$ cat config.mk
export PLATFORM = sky130hd
export DESIGN_NAME = drive_network_coil_map
export DESIGN_NICKNAME = d
export VERILOG_FILES = /design/src/rtl/coil_map_pkg.sv /design/src/rtl/drive_network_coil_map.sv /design/src/rtl/pin_sync.sv
export VERILOG_INCLUDE_DIRS = /design/src /design/src/rtl
export SDC_FILE = /design/constraint.sdc
export NUM_CORES = 1
export LEC_CHECK = 0
export BUFFER_PORTS_ARGS = -buffer_cell sky130_fd_sc_hd__buf_2
export CAP_MARGIN = 0
export CORE_ASPECT_RATIO = 0.5
export CORE_UTILIZATION = 55
export CTS_BUF_LIST = sky130_fd_sc_hd__clkbuf_16
export CTS_CLUSTER_DIAMETER = 60
export DETAILED_ROUTE_END_ITERATION = 8
export GPL_TIMING_DRIVEN = 1
export PLACE_DENSITY = 0.92
export SETUP_SLACK_MARGIN = 0.2
export SYNTH_ARGS = -nofsm -noshare
export SYNTH_HDL_FRONTEND = slang
export SYNTH_SLANG_ARGS = --single-unit
$ cat constraint.sdc
create_clock -name clk_sys -period 4.3 [get_ports clk_sys]
set_clock_uncertainty 0.2 [all_clocks]
set_input_delay 0.86 -clock clk_sys [delete_from_list [all_inputs] [get_ports clk_sys]]
set_output_delay 0.86 -clock clk_sys [all_outputs]
set_load 0.05 [all_outputs]
$ cat src/rtl/coil_map_regs.svh
// coil offsets, exception codes and reset values of the network coil map
`ifndef COIL_MAP_REGS_SVH
`define COIL_MAP_REGS_SVH

`define COIL_NET_BASE       30001
`define COIL_RSVD_A         16'h0000
`define COIL_RUN            16'h0001
`define COIL_DIR            16'h0002
`define COIL_TRIP           16'h0003
`define COIL_FCLR           16'h0004
`define COIL_RSVD_B         16'h0005
`define COIL_RSVD_C         16'h0006
`define COIL_TERM_FIRST     16'h0007
`define COIL_TERM_LAST      16'h000B
`define COIL_UNUSED         16'h000D
`define COIL_RUNNING        16'h000E
`define COIL_DIRSTATE       16'h000F
`define COIL_READY          16'h0010
`define COIL_RSVD_D         16'h0011
`define COIL_RSVD_E         16'h0012
`define COIL_RSVD_F         16'h0013
`define COIL_ALARM          16'h0014
`define COIL_DEVIATION      16'h0015
`define COIL_OVERLOAD       16'h0016
`define COIL_SPEED_ABOVE    16'h0017
`define COIL_SPEED_STEADY   16'h0018
`define COIL_RUNFLAG        16'h0019
`define COIL_STORE          16'h001A
`define COIL_CRC            16'h001B
`define COIL_OVERRUN        16'h001C
`define COIL_FRAMING        16'h001D
`define COIL_PARITY         16'h001E
`define COIL_SUM            16'h001F

`define RUN_SRC_NETWORK     2'h3
`define DIRMON_STOP         2'h0
`define DIRMON_REVERSE      2'h2
`define EXC_NO_ADDR         8'h02
`define EXC_NOT_AVAIL       8'h22
`define COIL_RST            1'b0

`endif

$ cat src/rtl/coil_map_pkg.sv
// types shared by the network coil map
package coil_map_pkg;

    typedef struct packed {
        logic wr;
        logic [15:0] addr;
        logic wdata;
    } coil_req_t;

    typedef struct packed {
        logic ready;
        logic fault_alarm;
        logic loop_deviation;
        logic overload;
        logic speed_above;
        logic speed_steady;
        logic running_flag;
        logic store_busy;
    } drive_status_t;

    typedef struct packed {
        logic crc;
        logic overrun;
        logic framing;
        logic parity;
        logic sum;
    } link_err_t;

endpackage

$ cat src/rtl/drive_network_coil_map.sv
// network coil map of the motor drive: command, terminal, status and error coils
//
// How it works
// - coils are single bits, network address 30001+offset.
// - run coil runs motor when source selects 03.
// - direction coil 1 forward, only when source 03.
// - trip coil and fault clear coil are read-write.
// - coils 07h-0Bh mirror input terminals one-five.
// - terminal on when pin or coil on.
// - physical pin overrides the network coil.
// - pin on then off clears the coil.
// - run, direction and ready status coils read-only.
// - flag coils 14h-19h report drive flags.
// - error coils latch until reset.
// - error reset accepted at any time.
// - store coil reads 1 while storing.
// - writing read-only coil returns exception.
`timescale 1ns/1ps
`include "coil_map_regs.svh"
module drive_network_coil_map #(
    parameter int TERM_COUNT = 5
) (
    input  wire logic                      clk_sys,
    input  wire logic                      rstn,
    input  wire logic                      clk_en,
    input  wire logic                      coil_req,
    input  wire coil_map_pkg::coil_req_t   coil_cmd,
    output logic                           coil_ack_q,
    output logic                           coil_rdata_q,
    output logic                           coil_exc_q,
    output logic [7:0]                     coil_exc_code_q,
    input  wire logic [1:0]                run_source_select,
    input  wire logic [1:0]                direction_monitor,
    input  wire coil_map_pkg::drive_status_t drive_status,
    input  wire coil_map_pkg::link_err_t   link_err_event,
    input  wire logic                      err_clear,
    input  wire logic [TERM_COUNT-1:0]     terminal_pin,
    output logic                           run_cmd_q,
    output logic                           forward_dir_cmd_q,
    output logic                           outside_trip_q,
    output logic                           fault_clear_q,
    output logic [TERM_COUNT-1:0]          terminal_on_q,
    output coil_map_pkg::link_err_t        link_err_q
);
    import coil_map_pkg::*;

    localparam int NET_BASE = `COIL_NET_BASE;

    if (TERM_COUNT < 1 || TERM_COUNT > 5) begin : g_bad_terms
        $error("drive_network_coil_map: TERM_COUNT must lie in 1..5");
    end

    if (NET_BASE + int'(`COIL_SUM) > 32'hFFFF) begin : g_bad_base
        $error("drive_network_coil_map: network coil addresses exceed 16 bits");
    end

    logic                  run_coil_q;
    logic                  dir_coil_q;
    logic                  trip_coil_q;
    logic                  fclr_coil_q;
    logic [TERM_COUNT-1:0] term_coil_q;
    logic [TERM_COUNT-1:0] pin_s;
    logic [TERM_COUNT-1:0] pin_prev_q;
    logic [TERM_COUNT-1:0] pin_fall;
    logic                  take;
    logic                  wr_ok;
    logic                  rd_val;
    logic                  err_clr_all;
    logic                  net_src;

    // writable coil decode, shared by write strobe and exception path
    function automatic logic is_rw(input logic [15:0] a);
        is_rw = (a == `COIL_RUN) || (a == `COIL_DIR) || (a == `COIL_TRIP) ||
                (a == `COIL_FCLR) ||
                (a >= `COIL_TERM_FIRST &&
                 a < `COIL_TERM_FIRST + 16'(TERM_COUNT));
    endfunction

    // any coil offset present in the map
    function automatic logic is_mapped(input logic [15:0] a);
        is_mapped = (a <= `COIL_TERM_LAST) ||
                    (a >= `COIL_UNUSED && a <= `COIL_SUM);
    endfunction

    pin_sync #(
        .WIDTH      (TERM_COUNT)
    ) u_pin_sync (
        .clk_sys    (clk_sys),
        .rstn       (rstn),
        .clk_en     (clk_en),
        .pin_async  (terminal_pin),
        .pin_sync_q (pin_s)
    );

    assign take     = clk_en && coil_req;
    assign wr_ok    = take && coil_cmd.wr && is_rw(coil_cmd.addr);
    assign pin_fall = pin_prev_q & ~pin_s;
    assign net_src  = (run_source_select == `RUN_SRC_NETWORK);

    // command coils
    always_ff @(posedge clk_sys or negedge rstn) begin
        if (!rstn) begin
            run_coil_q  <= `COIL_RST;
            dir_coil_q  <= `COIL_RST;
            trip_coil_q <= `COIL_RST;
            fclr_coil_q <= `COIL_RST;
        end else if (wr_ok) begin
            if (coil_cmd.addr == `COIL_RUN) begin
                run_coil_q <= coil_cmd.wdata;
            end
            if (coil_cmd.addr == `COIL_DIR) begin
                dir_coil_q <= coil_cmd.wdata;
            end
            if (coil_cmd.addr == `COIL_TRIP) begin
                trip_coil_q <= coil_cmd.wdata;
            end
            if (coil_cmd.addr == `COIL_FCLR) begin
                fclr_coil_q <= coil_cmd.wdata;
            end
        end
    end

    // pin history for the on-then-off clear
    always_ff @(posedge clk_sys or negedge rstn) begin
        if (!rstn) begin
            pin_prev_q <= '0;
        end else if (clk_en) begin
            pin_prev_q <= pin_s;
        end
    end

    // terminal coils; a pin release beats a same-cycle network write
    for (genvar i = 0; i < TERM_COUNT; i++) begin : g_term
        always_ff @(posedge clk_sys or negedge rstn) begin
            if (!rstn) begin
                term_coil_q[i] <= `COIL_RST;
            end else if (clk_en) begin
                if (pin_fall[i]) begin
                    term_coil_q[i] <= 1'b0;
                end else if (wr_ok && coil_cmd.addr == `COIL_TERM_FIRST + 16'(i)) begin
                    term_coil_q[i] <= coil_cmd.wdata;
                end
            end
        end
    end

    // drive-facing command outputs
    always_ff @(posedge clk_sys or negedge rstn) begin
        if (!rstn) begin
            run_cmd_q         <= 1'b0;
            forward_dir_cmd_q <= 1'b0;
            outside_trip_q    <= 1'b0;
            fault_clear_q     <= 1'b0;
            terminal_on_q     <= '0;
        end else if (clk_en) begin
            run_cmd_q         <= net_src && run_coil_q;
            forward_dir_cmd_q <= net_src && dir_coil_q;
            outside_trip_q    <= trip_coil_q;
            fault_clear_q     <= fclr_coil_q;
            terminal_on_q     <= pin_s | term_coil_q;
        end
    end

    // latched transmission errors; a new error wins over a clear
    assign err_clr_all = err_clear || fclr_coil_q;

    always_ff @(posedge clk_sys or negedge rstn) begin
        if (!rstn) begin
            link_err_q <= '0;
        end else if (clk_en) begin
            link_err_q <= link_err_event | (err_clr_all ? '0 : link_err_q);
        end
    end

    // live read value of the addressed coil
    always_comb begin
        rd_val = 1'b0;
        unique case (coil_cmd.addr)
            `COIL_RUN:          rd_val = run_coil_q;
            `COIL_DIR:          rd_val = dir_coil_q;
            `COIL_TRIP:         rd_val = trip_coil_q;
            `COIL_FCLR:         rd_val = fclr_coil_q;
            `COIL_RUNNING:      rd_val = (direction_monitor != `DIRMON_STOP);
            `COIL_DIRSTATE:     rd_val = (direction_monitor == `DIRMON_REVERSE);
            `COIL_READY:        rd_val = drive_status.ready;
            `COIL_ALARM:        rd_val = drive_status.fault_alarm;
            `COIL_DEVIATION:    rd_val = drive_status.loop_deviation;
            `COIL_OVERLOAD:     rd_val = drive_status.overload;
            `COIL_SPEED_ABOVE:  rd_val = drive_status.speed_above;
            `COIL_SPEED_STEADY: rd_val = drive_status.speed_steady;
            `COIL_RUNFLAG:      rd_val = drive_status.running_flag;
            `COIL_STORE:        rd_val = drive_status.store_busy;
            `COIL_CRC:          rd_val = link_err_q.crc;
            `COIL_OVERRUN:      rd_val = link_err_q.overrun;
            `COIL_FRAMING:      rd_val = link_err_q.framing;
            `COIL_PARITY:       rd_val = link_err_q.parity;
            `COIL_SUM:          rd_val = link_err_q.sum;
            default: begin
                if (coil_cmd.addr >= `COIL_TERM_FIRST &&
                    coil_cmd.addr < `COIL_TERM_FIRST + 16'(TERM_COUNT)) begin
                    rd_val = term_coil_q[coil_cmd.addr[2:0] - 3'h7];
                end
            end
        endcase
    end

    // answer one cycle after the request is taken
    always_ff @(posedge clk_sys or negedge rstn) begin
        if (!rstn) begin
            coil_ack_q      <= 1'b0;
            coil_rdata_q    <= 1'b0;
            coil_exc_q      <= 1'b0;
            coil_exc_code_q <= 8'h00;
        end else if (clk_en) begin
            coil_ack_q      <= coil_req;
            coil_rdata_q    <= 1'b0;
            coil_exc_q      <= 1'b0;
            coil_exc_code_q <= 8'h00;
            if (coil_req) begin
                if (!is_mapped(coil_cmd.addr)) begin
                    coil_exc_q      <= 1'b1;
                    coil_exc_code_q <= `EXC_NO_ADDR;
                end else if (coil_cmd.wr && !is_rw(coil_cmd.addr)) begin
                    coil_exc_q      <= 1'b1;
                    coil_exc_code_q <= `EXC_NOT_AVAIL;
                end else if (!coil_cmd.wr) begin
                    coil_rdata_q    <= rd_val;
                end
            end
        end
    end

    // checks

    AST_RUN_GATED: assert property (@(posedge clk_sys) disable iff (!rstn)
        clk_en && run_cmd_q |-> net_src || $past(net_src) || !$past(clk_en))
        else $error("run command active without network run source");

    AST_RUN_FOLLOWS: assert property (@(posedge clk_sys) disable iff (!rstn)
        clk_en && net_src && $stable(run_coil_q) |=> run_cmd_q == $past(run_coil_q))
        else $error("run command does not follow run coil");

    AST_DIR_GATED: assert property (@(posedge clk_sys) disable iff (!rstn)
        clk_en && !net_src |=> !forward_dir_cmd_q)
        else $error("direction command active without network run source");

    AST_TRIP_WRITE: assert property (@(posedge clk_sys) disable iff (!rstn)
        wr_ok && coil_cmd.addr == `COIL_TRIP ##1 clk_en [*2]
        |-> outside_trip_q == $past(coil_cmd.wdata, 2))
        else $error("trip output does not take written coil value");

    AST_TERM_OR: assert property (@(posedge clk_sys) disable iff (!rstn)
        clk_en && pin_s[0] |=> terminal_on_q[0])
        else $error("terminal not on while its pin is on");

    AST_PIN_CLEAR: assert property (@(posedge clk_sys) disable iff (!rstn)
        clk_en && pin_fall[0] |=> !term_coil_q[0])
        else $error("pin release did not clear terminal coil");

    AST_ERR_LATCH: assert property (@(posedge clk_sys) disable iff (!rstn)
        clk_en && link_err_event.crc |=> link_err_q.crc [*1] ##0 !clk_en || link_err_q.crc)
        else $error("crc error not latched");

    AST_ERR_HOLD: assert property (@(posedge clk_sys) disable iff (!rstn)
        link_err_q.parity && !err_clr_all |=> link_err_q.parity)
        else $error("parity error lost without a clear");

    AST_ERR_CLEAR: assert property (@(posedge clk_sys) disable iff (!rstn)
        clk_en && err_clear && link_err_event == '0 |=> link_err_q == '0)
        else $error("error clear not accepted");

    AST_RO_EXC: assert property (@(posedge clk_sys) disable iff (!rstn)
        take && coil_cmd.wr && coil_cmd.addr == `COIL_READY
        |=> coil_ack_q && coil_exc_q && coil_exc_code_q == `EXC_NOT_AVAIL)
        else $error("write to read-only coil not refused");

    AST_RSVD_ZERO: assert property (@(posedge clk_sys) disable iff (!rstn)
        take && !coil_cmd.wr && coil_cmd.addr == `COIL_RSVD_B |=> !coil_rdata_q)
        else $error("reserved coil read as one");

    AST_STORE_LIVE: assert property (@(posedge clk_sys) disable iff (!rstn)
        take && !coil_cmd.wr && coil_cmd.addr == `COIL_STORE
        |=> coil_rdata_q == $past(drive_status.store_busy))
        else $error("store coil does not show store progress");

    AST_RUN_STATUS: assert property (@(posedge clk_sys) disable iff (!rstn)
        take && !coil_cmd.wr && coil_cmd.addr == `COIL_RUNNING
        |=> coil_rdata_q == ($past(direction_monitor) != `DIRMON_STOP))
        else $error("run status does not match direction monitor");

    AST_DIR_STATUS: assert property (@(posedge clk_sys) disable iff (!rstn)
        take && !coil_cmd.wr && coil_cmd.addr == `COIL_DIRSTATE
        |=> coil_rdata_q == ($past(direction_monitor) == `DIRMON_REVERSE))
        else $error("direction status does not match direction monitor");

    AST_FLAG_LIVE: assert property (@(posedge clk_sys) disable iff (!rstn)
        take && !coil_cmd.wr && coil_cmd.addr == `COIL_ALARM
        |=> coil_rdata_q == $past(drive_status.fault_alarm))
        else $error("alarm coil does not show the alarm flag");

    AST_TERM_WRITE: assert property (@(posedge clk_sys) disable iff (!rstn)
        wr_ok && coil_cmd.addr == `COIL_TERM_FIRST && !pin_fall[0]
        |=> term_coil_q[0] == $past(coil_cmd.wdata))
        else $error("terminal coil does not take the written value");

    AST_TERM_OFF: assert property (@(posedge clk_sys) disable iff (!rstn)
        clk_en && pin_s == '0 && term_coil_q == '0 |=> terminal_on_q == '0)
        else $error("terminal on while pin and coil are off");

    AST_PIN_WINS: assert property (@(posedge clk_sys) disable iff (!rstn)
        clk_en && pin_s != '0 |=> (terminal_on_q & $past(pin_s)) == $past(pin_s))
        else $error("terminal off while its pin is on");

    AST_ERR_FCLR: assert property (@(posedge clk_sys) disable iff (!rstn)
        clk_en && fclr_coil_q && link_err_event == '0 |=> link_err_q == '0)
        else $error("fault clear coil does not clear the error latches");

    AST_ERR_FREEZE: assert property (@(posedge clk_sys) disable iff (!rstn)
        !clk_en |=> $stable(link_err_q) && $stable(terminal_on_q))
        else $error("state changed while clock enable low");

    AST_NO_ADDR: assert property (@(posedge clk_sys) disable iff (!rstn)
        take && coil_cmd.addr > `COIL_SUM
        |=> coil_ack_q && coil_exc_q && coil_exc_code_q == `EXC_NO_ADDR)
        else $error("access beyond the coil map not refused");

    AST_RSVD_KEEP: assert property (@(posedge clk_sys) disable iff (!rstn)
        take && coil_cmd.wr && !is_rw(coil_cmd.addr)
        |=> $stable(run_coil_q) && $stable(dir_coil_q) && $stable(trip_coil_q) &&
            $stable(fclr_coil_q))
        else $error("write to a non-writable coil changed a command coil");

    AST_IDLE_QUIET: assert property (@(posedge clk_sys) disable iff (!rstn)
        clk_en && !coil_req |=> !coil_ack_q && !coil_exc_q && !coil_rdata_q)
        else $error("answer given without a request");

    AST_FCLR_OUT: assert property (@(posedge clk_sys) disable iff (!rstn)
        clk_en |=> fault_clear_q == $past(fclr_coil_q))
        else $error("fault clear output does not follow its coil");

    AST_DIR_FOLLOWS: assert property (@(posedge clk_sys) disable iff (!rstn)
        clk_en && net_src |=> forward_dir_cmd_q == $past(dir_coil_q))
        else $error("direction command does not follow direction coil");

endmodule

$ cat src/rtl/pin_sync.sv
// two-stage synchroniser for a group of asynchronous pins
`timescale 1ns/1ps
module pin_sync #(
    parameter int WIDTH = 5
) (
    input  wire logic             clk_sys,
    input  wire logic             rstn,
    input  wire logic             clk_en,
    input  wire logic [WIDTH-1:0] pin_async,
    output logic      [WIDTH-1:0] pin_sync_q
);

    logic [WIDTH-1:0] meta_q;

    if (WIDTH < 1) begin : g_bad_width
        $error("pin_sync: WIDTH must be at least 1");
    end

    always_ff @(posedge clk_sys or negedge rstn) begin
        if (!rstn) begin
            meta_q     <= '0;
            pin_sync_q <= '0;
        end else if (clk_en) begin
            meta_q     <= pin_async;
            pin_sync_q <= meta_q;
        end
    end

endmodule

==> Yosys cells after proc, flatten, opt, wreduce, memory -nomap -nowiden <==
Cells that the tools add are included.
{ "totals": {"elab_cells": 123, "out_inout_bits": 25, "register_bits": 49} }
{ "op_classes": {"n_eq_ne": 26, "magnitude_cmp": 6, "n_mux": 25, "addsub": 1, "bitwise_logic": 4, "n_reduce_logical": 35} }
{ "op_table": {"columns": ["operator", "n"], "rows": [
  ["equality test 16 x 5 -> 1 bit, second input constant", 13],
  ["equality test 16 x 4 -> 1 bit, second input constant", 6],
  ["equality test 16 x 2 -> 1 bit, second input constant", 2],
  ["equality test 16 x 3 -> 1 bit, second input constant", 2],
  ["2-to-1 mux 1 bit", 19],
  ["case mux 1 bit (19 select lines)", 1],
  ["AND reduction 2 bit", 9],
  ["equality test 16 x 1 -> 1 bit, second input constant", 1],
  [">= comparator 16 x 3 -> 1 bit, second input constant", 1],
  [">= comparator 16 x 4 -> 1 bit, second input constant", 1],
  ["less-or-equal comparator 16 x 4 -> 1 bit, second input constant", 1],
  ["less-or-equal comparator 16 x 5 -> 1 bit, second input constant", 1],
  ["less-than comparator 16 x 4 -> 1 bit, second input constant", 1],
  ["logical AND 1 bit", 13],
  ["2-to-1 mux 6 bit", 2],
  ["nonzero test 2 bit", 6],
  ["OR 5 bit", 2],
  ["2-to-1 mux 8 bit", 1],
  ["logical OR 1 bit", 6],
  ["bitwise AND 5 bit", 1],
  ["2-to-1 mux 5 bit", 1],
  ["NOT 5 bit", 1],
  ["equality test 2 bit, second input constant", 2],
  ["less-than comparator 3 x 4 -> 1 bit, second input constant", 1],
  ["3 further kinds", 3]
]} }

==> Logic depth before layout (Yosys ltp) <==
{ "depth": {"ltp_word": 10, "depth_mapped": 9, "depth_no_buf": 8} }

==> Hierarchy <==
From an unflattened synthesis, not the netlist that was laid out.
{ "hier_totals": {"hier_cells": 210, "area_unflattened_um2": 2321.0} }
{ "modules_own_cells": {"columns": ["module", "cells_per_inst", "n_inst", "seq_area_each_um2", "area_each_um2"], "rows": [
  ["drive_network_coil_map", 189, 1, 800.8, 1909.3],
  ["pin_sync", 21, 1, 250.2, 411.6]
]} }

==> Least setup slack after synthesis <==
Ideal clock, no wire load.
{ "synth_timing": {"path_type": "input to register", "start": "input port coil_cmd[1] (netlist bit)", "end": "register coil_rdata_q", "cell_stages": 8, "setup_ps": 133, "t_arrival_ps": 2190, "required_ps": 3967, "path_slack_ps": 1777, "cell_sequence": "inv_1 ha_1 clkbuf_1 a221o_1 a221oi_1 a2111oi_0 nor4_1 mux2i_1"} }
{ "synth_via": {"elab_chain_len": 10, "elab_cells_between_ends": 42, "classes_between": "add/sub: 1; order compare: 5; eq/ne: 19; mux: 8; reduce/logical: 9"} }
{ "synth_lines": {"columns": ["item", "line", "text"], "rows": [
  ["start, declared", "drive_network_coil_map.sv:27", "input wire coil_map_pkg::coil_req_t coil_cmd,"],
  ["branches (longest 8 deep; another with subtractor 3 bit)", null, null],
  ["2-to-1 mux 1 bit (*)", "drive_network_coil_map.sv:220", "if (!is_mapped(coil_cmd.addr)) begin"],
  ["2-to-1 mux 1 bit (*)", "drive_network_coil_map.sv:219", "if (coil_req) begin"],
  ["end signal, assigned", "drive_network_coil_map.sv:227", "coil_rdata_q <= rd_val;"],
  ["end, declared", "drive_network_coil_map.sv:29", "output logic coil_rdata_q,"]
]} }
Mark *: on every way between the ends. The select of a mux whose other input is x is not followed.
A chain may end at the register's enable or synchronous reset.

==> Worst setup path in the final report <==
Same ends and word-level chain as after synthesis.

==> out/results.tsv <==
stage	metric	value	unit
detailed_routing	drt_iter0_drc	158	
yosys	synth_commonest_cells	dfrtp_1, mux2_2, nor2_1	
yosys	synth_top_area_frac	0.458	
yosys	synthArstFlopShare	1.00	
sta	max_clock_freq	0.370	GHz
clock_tree	clk_latency	0.29	ns
yosys	yosys_warnings	0	
finish	n_fill_cell	259	
detailed_routing	dr.pass1.iters	5	
sta	slew_violations	0	
floorplan	die_x	93.3	microns
clock_tree	root_buffer	clkbuf_16	
sta	finalCritPeriodShare	0.628	
critical_path	cp_slowest_cell	ha_1	
global_routing	antenna_found_initial	0	
clock_tree	cts_resized	0	
power_and_ir_drop	cellLeakagePower	1.27	nW
placed_design	dp_hpwl	4010	microns
detailed_routing	drc	0	
yosys	synthTopCellsByArea	dfrtp_1, mux2_2, a21oi_1	
placed_design	portBuffers	63	
finish	insertedDiodeCount	0	
critical_path	critPathLaunchType	primary input	
critical_path	criticalPathCategory	in -> reg	
sta	hold_ws	0.302	ns
clock_tree	clockBufferDepth	2	
yosys	synth.avg_cell_area	10.5	sq um
yosys	yosysUniqueCellTypes	44	
clock_tree	clock-sinks	42	
sta	relSlewSlack	0.386	
finish	layout-drive-gt1-share	0.341	
yosys	synth_top_family_by_area	simple AND/OR/NAND/NOR gates	
critical_path	reg2regPathDepth	5	
sta	period_minus_slack	2.70	ns
sta	worst_pin_slew	0.921	ns
global_routing	grt_pass1_vias	1850	
detailed_routing	antenna_left	0	
floorplan	io_pins	70	
outcome	status	completed	
global_routing	grt_usage	0.259	
global_routing	grt_max_degree	43	
detailed_routing	via_count	1993	
yosys	synth_xor_area_frac	0	
clock_tree	cts_buffers	5	
yosys	yosysTopAreaCell	dfrtp_1	
clock_tree	cts_max_level	2	
placed_design	place.gp.congestion	0.926	
yosys	synthCells	218	
global_routing	gr-total-overflow	0	
sta	rsz0062_at_grt	no	
finish	syn2layout_area_growth	19.5	%
yosys	netlist_area	0.00229	sq mm
floorplan	fp-row-count	16	
min_path	whs_path_depth	1	
power_and_ir_drop	ir_drop	0.173	mV
floorplan	die-height	47.7	microns
critical_path	cp.required	4.31	ns
detailed_routing	viasPerCell	6.04	
clock_tree	cts.hold.buffers_added	0	
critical_path	r2r_slack	2.57	ns
global_routing	grt_pass1_wl	8470	microns
finish	layout.nets	325	
sta	setup_viol	0	
yosys	synth_edf_count	0	
critical_path	cpPeakStageDelay	0.50	ns
critical_path	rr_endpoint	coil_rdata_q	
min_path	hold_path_end	u_pin_sync.meta_q[0]	
floorplan	core	0.00394	sq mm
power_and_ir_drop	power_density	380	mW/mm^2
detailed_routing	wl_per_cell	16.9	microns
critical_path	arrival	2.71	ns
sta	fin_setup_tns	0	ns
clock_tree	cts_setup_buffers	0	
min_path	hold_start	u_pin_sync.meta_q[0]	
min_path	holdCritPathClass	reg -> reg	
yosys	seq_area_frac_synth	0.458	
yosys	synth_mux_area_frac	0.130	
floorplan	die_area	0.00445	sq mm
sta	final_hold_viol_count	0	
finish	utilization	0.695	
clock_tree	clk_pin_slew	0.06	ns
flow_run	max-cap-violations	0	
yosys	synth_compound_area_frac	0.156	
finish	multi_input_area	0.00112	sq mm
critical_path	reg2reg_from	trip_coil_q	
clock_tree	cts_tree	built	
critical_path	worstSetupEndpointType	register	
yosys	synth_fa_ha_area_frac	0.0273	
critical_path	crit_fanout	13	
floorplan	initial_utilization	0.582	
detailed_routing	drt_wl_total	5560	microns
yosys	yosysMostFrequentCell	dfrtp_1	
yosys	synth-simple-area-share	0.164	
critical_path	crit_chain	buf_2 -> ha_1 -> nor4_1 -> a211oi_1 -> o21ai_0 -> a21oi_1 -> mux2i_1	
yosys	ys_seq_elements	42	
yosys	dominantRegCellSynth	dfrtp_1	
finish	regArea	0.00105	sq mm
-- flip-flops by register name (all words and copies together) (netlist names) --
| register | cells |
|---|---|
| coil_ack_q | 1 |
| coil_exc_code_q | 1 |
| coil_exc_q | 1 |
| coil_rdata_q | 1 |
| dir_coil_q | 1 |
| fault_clear_q | 1 |
| fclr_coil_q | 1 |
| forward_dir_cmd_q | 1 |
| link_err_q | 5 |
| outside_trip_q | 1 |
| pin_prev_q | 5 |
| run_cmd_q | 1 |
| run_coil_q | 1 |
| term_coil_q | 5 |
| terminal_on_q | 5 |
| trip_coil_q | 1 |
| u_pin_sync.meta_q | 5 |
| u_pin_sync.pin_sync_q | 5 |
-- logic make-up (layout without fill, tap and decap cells) --
logic type / after synthesis / after routing
buffers and inverters: 30 / 83
DFF: 42 / 42
and+or+nand+nor: 60 / 60
muxes: 27 / 27
AOI/OAI and AO/OA: 53 / 53
other: 1 / 6
adders and majority gates: 5 / 5
-- stage by stage --
stage	worst slack, ns	area [sq um]	power [W]	cells
after floorplan	1.78	2310	0.000610	223
after global placement	1.49	2600	0.000664	322
after detailed placement	1.34	2600	0.000676	322
after CTS	1.63	2740	0.00104	330
after global routing	1.49	2740	0.00108	330
final	1.60	2740	0.00104	330
-- power by group --
group	total (W)	internal, W	switching [W]
clock	0.000369	0.000213	0.000156
sequential	0.000456	0.000431	0.0000250
combinational	0.000216	0.0000714	0.000144
-- critical path, delay by kind of cell --
family,cells,cell delay [ns]
AO/OA/AOI/OAI,3,0.85
adder cells (fa/ha/maj),1,0.50
multiplexers,1,0.24
buffers and inverters,1,0.15
AND/OR/NAND/NOR,1,0.10
-- worst max path at each step --
stage,startpoint,cells after the start,endpoint
final,coil_cmd[1],7,coil_rdata_q
after global routing,coil_cmd[1],8,coil_exc_q
after CTS,coil_cmd[1],8,coil_rdata_q
after detailed placement,coil_cmd[1],8,coil_rdata_q
after global placement,coil_cmd[1],8,coil_exc_q
after floorplan,coil_cmd[1],8,coil_rdata_q
-- per-layer routing --
layer	global-route usage	share of wire	up-vias
met3	0.0905	0.090	21
met5	0	0	-
met1	0.314	0.41	953
met2	0.434	0.48	121
li1	-	-	898
met4	0.123	0.021	0
-- area by class of cell --
class,instances,share of cell area
Tap cell,54,0.0246
Multi-Input combinational cell,151,0.407
Clock buffer,5,0.0456
Inverter,11,0.0151
Timing Repair Buffer,64,0.118
Sequential cell,42,0.383
Clock inverter,3,0.00639
-- placed cells by master (no fill, tap or decap), types with 4 or more instances in the layout --
cell       instances
a21oi_1           13
a22o_1             6
buf_2             63
clkbuf_16          5
conb_1             6
dfrtp_1           42
ha_1               5
inv_1             12
mux2_1             4
mux2_2            18
mux2i_1            5
nand2_1            8
nand3_1            4
nand4_1            5
nor2_1            17
nor2b_1            5
o21ai_0            9
o2bb2ai_1          4
o31ai_1            4
No activity file was read; power rests on OpenSTA's default activity.
